$ cat config.mk
export PLATFORM = sky130hd
export DESIGN_NAME = pmcr_top
export DESIGN_NICKNAME = d
export VERILOG_FILES = /design/src/rtl/pmcr_sync.v /design/src/rtl/pmcr_top.v
export VERILOG_INCLUDE_DIRS = /design/src /design/src/rtl
export SDC_FILE = /design/constraint.sdc
export NUM_CORES = 1
export LEC_CHECK = 0
export BUFFER_PORTS_ARGS = -buffer_cell sky130_fd_sc_hd__buf_2
export CORE_UTILIZATION = 26
export DETAILED_ROUTE_END_ITERATION = 16
export MAX_ROUTING_LAYER = met4
export PLACE_DENSITY = 0.6
export SLEW_MARGIN = 5
export SYNTH_ARGS = -nofsm -noshare
export SYNTH_HDL_FRONTEND = slang
export SYNTH_SLANG_ARGS = --single-unit
$ cat constraint.sdc
create_clock -name CLK -period 3.5 [get_ports CLK]
set_input_delay 0.875 -clock CLK [delete_from_list [all_inputs] [get_ports CLK]]
set_output_delay 0.875 -clock CLK [all_outputs]
set_load 0.03 [all_outputs]
$ cat src/rtl/pmcr_consts.vh
// Constants for the power capability word readback block.
`ifndef PMCR_CONSTS_VH
`define PMCR_CONSTS_VH

// Word placement inside the capability structure (byte offset from its base).
`define PMCR_CAP_WORD_OFFSET   8'h02

// Field positions of the capability word.
`define PMCR_WAKE_MSB          15
`define PMCR_WAKE_LSB          11
`define PMCR_COLD_WAKE_BIT     15
`define PMCR_D2_BIT            10
`define PMCR_D1_BIT            9
`define PMCR_AUX_MSB           8
`define PMCR_AUX_LSB           6
`define PMCR_DEV_INIT_BIT      5
`define PMCR_RSVD_BIT          4
`define PMCR_CLK_DEP_BIT       3
`define PMCR_REV_MSB           2
`define PMCR_REV_LSB           0

// Fixed field values.
`define PMCR_REV_CODE          3'h2
`define PMCR_RSVD_VALUE        1'h0
`define PMCR_AUX_ZERO          3'h0

// Auxiliary current codes and their maximum draw in mA.
`define PMCR_AUX_SELF          3'h0
`define PMCR_AUX_55MA          3'h1
`define PMCR_AUX_100MA         3'h2
`define PMCR_AUX_160MA         3'h3
`define PMCR_AUX_220MA         3'h4
`define PMCR_AUX_270MA         3'h5
`define PMCR_AUX_320MA         3'h6
`define PMCR_AUX_375MA         3'h7
`define PMCR_MA_55             55
`define PMCR_MA_100            100
`define PMCR_MA_160            160
`define PMCR_MA_220            220
`define PMCR_MA_270            270
`define PMCR_MA_320            320

// Reset values.
`define PMCR_WORD_RESET        16'h0000
`define PMCR_STRAP_RESET       1'h0

// Cycles after reset release before the strap is caught (synchroniser fill).
`define PMCR_STRAP_SETTLE      2'h3

`endif

$ cat src/rtl/pmcr_sync.v
// Two flip-flop level synchroniser with clock enable.
module pmcr_sync (
	// Clock, reset and enable.
	input  wire CLK,
	input  wire RESETN,
	input  wire CE,
	// Asynchronous level in, synchronised level out.
	input  wire D_ASYNC,
	output wire Q_SYNC
);

	reg meta_reg;
	reg sync_reg;

	// The first stage feeds only the second stage, so a metastable value never fans out.
	always @(posedge CLK) begin
		if (!RESETN) begin
			meta_reg <= 1'h0;
			sync_reg <= 1'h0;
		end else if (CE) begin
			meta_reg <= D_ASYNC;
			sync_reg <= meta_reg;
		end
	end

	assign Q_SYNC = sync_reg;

endmodule

$ cat src/rtl/pmcr_top.v
// Power capability word readback over a configuration read port.
`include "pmcr_consts.vh"

// Operation
// - Bits 8 to 6 report the auxiliary standby current requirement, read-only.
// - With a power data register present the current field reads 000b.
// - Without cold-off wake capability the current field reads 000b.
// - Otherwise the current field encodes maximum draw, 55 to 375 mA or self powered.
// - Bit 5 reads 1 when device-specific initialisation is needed after uninitialised D0.
// - Bit 3 reads 1 when wake signalling needs the bus clock running.
// - Bit 3 reads 0 when wake signalling is impossible in every power state.
// - Bits 2 to 0 always read the revision code 010b.
// - The cold-wake strap sampled at power-on sets bit 15.
// - The word is read-only, sixteen bits, two bytes above the capability base.
// - Bits 11 to 15 flag wake capability from D0, D1, D2, D3hot, D3cold.
module pmcr_top #(
	parameter [7:0] CAP_BASE        = 8'h40,
	parameter [3:0] WAKE_LOW_STATES = 4'h0,
	parameter [0:0] D1_SUPPORT      = 1'h0,
	parameter [0:0] D2_SUPPORT      = 1'h0,
	parameter       AUX_MAX_MA      = 0,
	parameter [0:0] DATA_REG_IMPL   = 1'h0,
	parameter [0:0] DEV_INIT_REQ    = 1'h0,
	parameter [0:0] WAKE_NEEDS_CLK  = 1'h0
) (
	// Clock, reset and enable.
	input  wire        CLK,
	input  wire        RESETN,
	input  wire        CE,
	// Power-on strap pin.
	input  wire        COLD_WAKE_STRAP_PIN,
	// Configuration access port.
	input  wire        CFG_RD,
	input  wire        CFG_WR,
	input  wire [7:0]  CFG_ADDR,
	input  wire [15:0] CFG_WDATA,
	output reg  [15:0] CFG_RDATA,
	output reg         CFG_ACK,
	// Status.
	output reg         WAKE_FROM_COLD_CAPABLE,
	output reg         STRAP_VALID
);

	////////////////////////////////////////////////////////////////////////////////
	// Helper functions.

	// Map the worst-case standby draw in mA onto the smallest code that covers it.
	function [2:0] aux_code_for;
		input integer ma;
		begin
			if (ma <= 0)
				aux_code_for = `PMCR_AUX_SELF;
			else if (ma <= `PMCR_MA_55)
				aux_code_for = `PMCR_AUX_55MA;
			else if (ma <= `PMCR_MA_100)
				aux_code_for = `PMCR_AUX_100MA;
			else if (ma <= `PMCR_MA_160)
				aux_code_for = `PMCR_AUX_160MA;
			else if (ma <= `PMCR_MA_220)
				aux_code_for = `PMCR_AUX_220MA;
			else if (ma <= `PMCR_MA_270)
				aux_code_for = `PMCR_AUX_270MA;
			else if (ma <= `PMCR_MA_320)
				aux_code_for = `PMCR_AUX_320MA;
			else
				aux_code_for = `PMCR_AUX_375MA;
		end
	endfunction

	// True when the byte address falls in the capability word (either of its bytes).
	function addr_hits_word;
		input [7:0] addr;
		reg   [7:0] word_addr;
		begin
			word_addr      = CAP_BASE + `PMCR_CAP_WORD_OFFSET;
			addr_hits_word = (addr[7:1] == word_addr[7:1]);
		end
	endfunction

	localparam [2:0] AUX_CODE = aux_code_for(AUX_MAX_MA);

	////////////////////////////////////////////////////////////////////////////////
	// Strap capture.

	wire       strap_sync;
	reg  [1:0] settle_reg;
	reg  [1:0] settle_next;
	reg        strap_valid_next;
	reg        cold_wake_reg;
	reg        cold_wake_next;

	// The pin is outside the clock domain, so it is synchronised before use.
	pmcr_sync u_strap_sync (
		.CLK     (CLK),
		.RESETN  (RESETN),
		.CE      (CE),
		.D_ASYNC (COLD_WAKE_STRAP_PIN),
		.Q_SYNC  (strap_sync)
	);

	// Wait for the synchroniser to fill after release, then latch the strap once.
	// It is held until the next reset, so later pin changes have no effect.
	always @* begin
		settle_next      = settle_reg;
		strap_valid_next = STRAP_VALID;
		cold_wake_next   = cold_wake_reg;
		if (!STRAP_VALID) begin
			if (settle_reg == `PMCR_STRAP_SETTLE) begin
				strap_valid_next = 1'h1;
				cold_wake_next   = strap_sync;
			end else begin
				settle_next = settle_reg + 2'h1;
			end
		end
	end

	always @(posedge CLK) begin
		if (!RESETN) begin
			settle_reg    <= 2'h0;
			STRAP_VALID   <= 1'h0;
			cold_wake_reg <= `PMCR_STRAP_RESET;
		end else if (CE) begin
			settle_reg    <= settle_next;
			STRAP_VALID   <= strap_valid_next;
			cold_wake_reg <= cold_wake_next;
		end
	end

	////////////////////////////////////////////////////////////////////////////////
	// Capability word composition.

	wire [4:0] wake_states;
	wire       any_wake;
	reg  [2:0] aux_field;
	wire       clk_dep_field;
	wire [15:0] cap_word;

	// The cold-off bit comes from the strap, the lower four from the build.
	assign wake_states = {cold_wake_reg, WAKE_LOW_STATES};
	assign any_wake    = |wake_states;

	// The data register takes over current reporting, and without cold-off wake
	// there is no standby draw to report, so both force the field to zero.
	always @* begin
		if (DATA_REG_IMPL)
			aux_field = `PMCR_AUX_ZERO;
		else if (!cold_wake_reg)
			aux_field = `PMCR_AUX_ZERO;
		else
			aux_field = AUX_CODE;
	end

	// A clock dependency means nothing when no state can wake.
	assign clk_dep_field = WAKE_NEEDS_CLK & any_wake;

	// Assemble the sixteen bits in their documented places.
	assign cap_word[`PMCR_WAKE_MSB:`PMCR_WAKE_LSB] = wake_states;
	assign cap_word[`PMCR_D2_BIT]                  = D2_SUPPORT;
	assign cap_word[`PMCR_D1_BIT]                  = D1_SUPPORT;
	assign cap_word[`PMCR_AUX_MSB:`PMCR_AUX_LSB]   = aux_field;
	assign cap_word[`PMCR_DEV_INIT_BIT]            = DEV_INIT_REQ;
	assign cap_word[`PMCR_RSVD_BIT]                = `PMCR_RSVD_VALUE;
	assign cap_word[`PMCR_CLK_DEP_BIT]             = clk_dep_field;
	assign cap_word[`PMCR_REV_MSB:`PMCR_REV_LSB]   = `PMCR_REV_CODE;

	////////////////////////////////////////////////////////////////////////////////
	// Configuration access.

	reg [15:0] rdata_next;
	reg        ack_next;

	// A read of the word returns it one cycle later; other addresses read zero.
	// Writes are acknowledged but change nothing, since every bit is read-only.
	always @* begin
		rdata_next = `PMCR_WORD_RESET;
		ack_next   = 1'h0;
		if (CFG_RD) begin
			ack_next = 1'h1;
			if (addr_hits_word(CFG_ADDR))
				rdata_next = cap_word;
		end else if (CFG_WR) begin
			ack_next = 1'h1;
		end
	end

	// Registered answer keeps every output straight from a flip-flop.
	always @(posedge CLK) begin
		if (!RESETN) begin
			CFG_RDATA              <= `PMCR_WORD_RESET;
			CFG_ACK                <= 1'h0;
			WAKE_FROM_COLD_CAPABLE <= `PMCR_STRAP_RESET;
		end else if (CE) begin
			CFG_RDATA              <= rdata_next;
			CFG_ACK                <= ack_next;
			WAKE_FROM_COLD_CAPABLE <= cold_wake_reg;
		end
	end

	// Write data is deliberately unused: no bit of this word may be written.
	wire unused_wdata = |CFG_WDATA;

endmodule

==> run summary <==
- **proportion of synthesized chip area in sequential cells** 0.379
- **Skew-Pair Late Insertion Delay** 0.26 ns
- **peak supply drop** 224 uV
- **dominant cell type by area after synthesis** sky130_fd_sc_hd__dfxtp_1
- **critical path class** reg2out
- **endpoint of the lowest-slack register-to-register path** settle_reg[1]
- **summed instance area of the synthesized netlist** 528 um2
- **Maximum Capacitance Violations** 0
- **row count** 15
- **number of global-route vias before repair** 340
- **slack of the critical path** 1.78 ns
- **run status** finished clean
- **number of buffers created by CTS** 3
- **ANT cells** 0
- **flop2flop setup slack** 2.34 ns
- **pwr dens** 407 nW/um2
- **IO buf count** 17
- **number of flip-flops and latches in the synthesized netlist** 10
- **data arrival at the endpoint of the critical path** 0.85 ns
- **initial core utilization** 0.290
- **most common library cell in the layout ignoring fill and taps** sky130_fd_sc_hd__buf_2
- **WL/cell** 8.05 um
- **area of the core region** 1820 um2
- **CP Buf/Inv Count** 1
- **final setup fails** 0
- **Clock H-tree levels** 1
- **warning count from the yosys run** 0
- **die span in y** 47.1 um
- **buffer type at the clock tree root** sky130_fd_sc_hd__clkbuf_4
- **total gr overflow** 0
- **average cell area after synthesis** 9.43 um2
- **WP depth** 1
- **CP max FO** 4
- **clock tree from TritonCTS** built
- **antenna-violating nets left** 0
- **DRT Wirelength** 789 um
- **critical path endpoint category** primary output
- **clock tree buffer depth** 2
- **fin crit period** 1.72 ns
- **highest achievable clock rate** 0.581 GHz
- **crit-path cells** buf_2
- **final RePlAce weighted congestion** 0.680
- **post-DP HPWL** 598 um
- **Yosys top cell area share** 0.379
- **die width** 47.1 um
- **remaining design rule violation count** 0
- **CP startpoint kind** register
- **number of fill cells in the layout** 203
- **CP endpoint** STRAP_VALID
- **leading post-synthesis cells by cell area** sky130_fd_sc_hd__dfxtp_1 (38%), sky130_fd_sc_hd__buf_4 (20%), sky130_fd_sc_hd__mux2i_1 (9.5%)
- **setup repair after global routing missed its margin** no
- **total negative slack** 0 ns
- **required time of the critical path** 2.62 ns
- **number of search-and-repair iterations in the first detailed-routing pass** 2
- **final hold vios** 0
- **wire length of the first global-routing pass** 1280 um
- **crit path from** STRAP_VALID
- **cts-stage hold buffer count** 0
- **number of cells produced by synthesis** 56
- **number of nets in the layout** 106
- **clock sink count** 10
- **Post-Place Worst Slack** 1.74 ns
- **Register-to-Register Path Depth** 4
- **pin count of the biggest net entering global routing** 13
- **Boundary Pins** 49
- **worst clock skew** 0.00158 ns
- **post-route fraction of the period consumed by the critical path** 0.492
- **proportion of layout cells with a drive suffix above 1** 0.288
- **number of resized instances in the post-cts repair step** 0
- **leading cell types in the layout, fill and taps excluded** sky130_fd_sc_hd__buf_2 (17), sky130_fd_sc_hd__conb_1 (14), sky130_fd_sc_hd__dfxtp_1 (10)
- **vias per cell** 3.72
- **Leak** 0.297 nW
- **Clock transition at path regs** 0.06 ns
- **final slew viol count** 0
- **library cells used by synthesis** 19
- **First DRT Iteration DRCs** 1
- **stage delay of the slowest cell on the critical path** 0.37 ns
- **CP max-delay cell** sky130_fd_sc_hd__dfxtp_1
- **via count of the routed design** 365
- **number of antenna violations at the first check in global routing** 0
- **HP Start** CFG_RDATA[1]
- **launch instance of the worst register-to-register path** settle_reg[0]
- **Overall Global Routing Usage** 0.0915
- **post-CTS setup repair buffer count** 0
- **floorplan die area** 2220 um2
- **Area growth, synth to finish** 14.0%
- **min-delay worst type** reg2reg
- **kind of cell adding the most delay to the critical path** flip-flops
==> worst min path at each step <==
| stage | cells after the start | endpoint | slack (ns) |
|---|---|---|---|
| 3_3_place_gp | 2 | CFG_RDATA[1] | 0.46 |
| 3_5_place_dp | 2 | CFG_RDATA[1] | 0.48 |
| 4_1_cts | 2 | CFG_RDATA[15] | 0.49 |
| 5_1_grt | 2 | CFG_RDATA[15] | 0.51 |
| 6_report | 2 | CFG_RDATA[1] | 0.49 |
| 2_1_floorplan | 2 | CFG_RDATA[15] | 0.46 |
==> stage by stage <==
step / total power, W / hold WS (ns) / instances / instance area, um2 / util
2_1_floorplan: 0.000173 / 0.459 / 69 / 577 / -
3_5_place_dp: 0.000171 / 0.481 / 95 / 579 / 0.318
4_1_cts: 0.000249 / 0.494 / 98 / 602 / 0.331
5_1_grt: 0.000260 / 0.506 / 98 / 602 / 0.331
3_3_place_gp: 0.000170 / 0.462 / 95 / 579 / 0.318
6_report: 0.000245 / 0.488 / 98 / 602 / 0.331
==> synthesized netlist by cell type <==
cell and n:
sky130_fd_sc_hd__nor4b_1 1, sky130_fd_sc_hd__nand2_1 2, sky130_fd_sc_hd__and2_1 1, sky130_fd_sc_hd__nand3_1 1
sky130_fd_sc_hd__a21oi_1 2, sky130_fd_sc_hd__conb_1 1, sky130_fd_sc_hd__nor2_1 1, sky130_fd_sc_hd__o21ai_0 3
sky130_fd_sc_hd__mux2i_1 5, sky130_fd_sc_hd__nand3b_1 3, sky130_fd_sc_hd__xor2_1 1, sky130_fd_sc_hd__nor4bb_1 1
sky130_fd_sc_hd__clkbuf_1 1, sky130_fd_sc_hd__ha_1 1, sky130_fd_sc_hd__dfxtp_1 10, sky130_fd_sc_hd__buf_4 14
sky130_fd_sc_hd__nor3b_2 1, sky130_fd_sc_hd__nor2b_1 6, sky130_fd_sc_hd__buf_2 1
==> where the power goes <==
| part | switching, W | total, W | internal, W |
|---|---|---|---|
| clock | 0.0000373 | 0.0000769 | 0.0000397 |
| combinational | 0.0000322 | 0.0000466 | 0.0000145 |
| sequential | 0.00000270 | 0.000122 | 0.000119 |
| total | 0.0000721 | 0.000245 | 0.000173 |
==> cells by family after synthesis <==
group | Yosys count | share of synthesized area
AOI/OAI and AO/OA | 5 | 0.0474
xor gates and xnor gates | 1 | 0.0166
adders and majority gates | 1 | 0.0237
buffers and inverters | 16 | 0.216
DFF | 10 | 0.379
muxes | 5 | 0.0948
other | 1 | 0.00710
and+or+nand+nor | 17 | 0.216
==> tightest hold or removal path, delay by kind of cell, from the launching register on <==
family           cells  cell delay, ns
AO/OA/AOI/OAI        1            0.07
flip-flops           1            0.31
AND/OR/NAND/NOR      1            0.07
==> layout make-up <==
cell class | count | area, um2 | share of cell area
multi-input combinational | 43 | 263 | 0.437
sequential | 10 | 200 | 0.333
timing repair buffer | 17 | 85.1 | 0.141
tap | 25 | 31.3 | 0.0520
clock buffer | 3 | 22.5 | 0.0374
==> metal layers <==
metal / routed length [um] / GRT usage / part of all wire
met5: 0 / - / 0
met2: 371 / 0.147 / 0.47
met1: 347 / 0.0816 / 0.44
met3: 57 / 0.0577 / 0.072
met4: 12 / 0.0514 / 0.015
No activity file was read; power rests on OpenSTA's default activity.
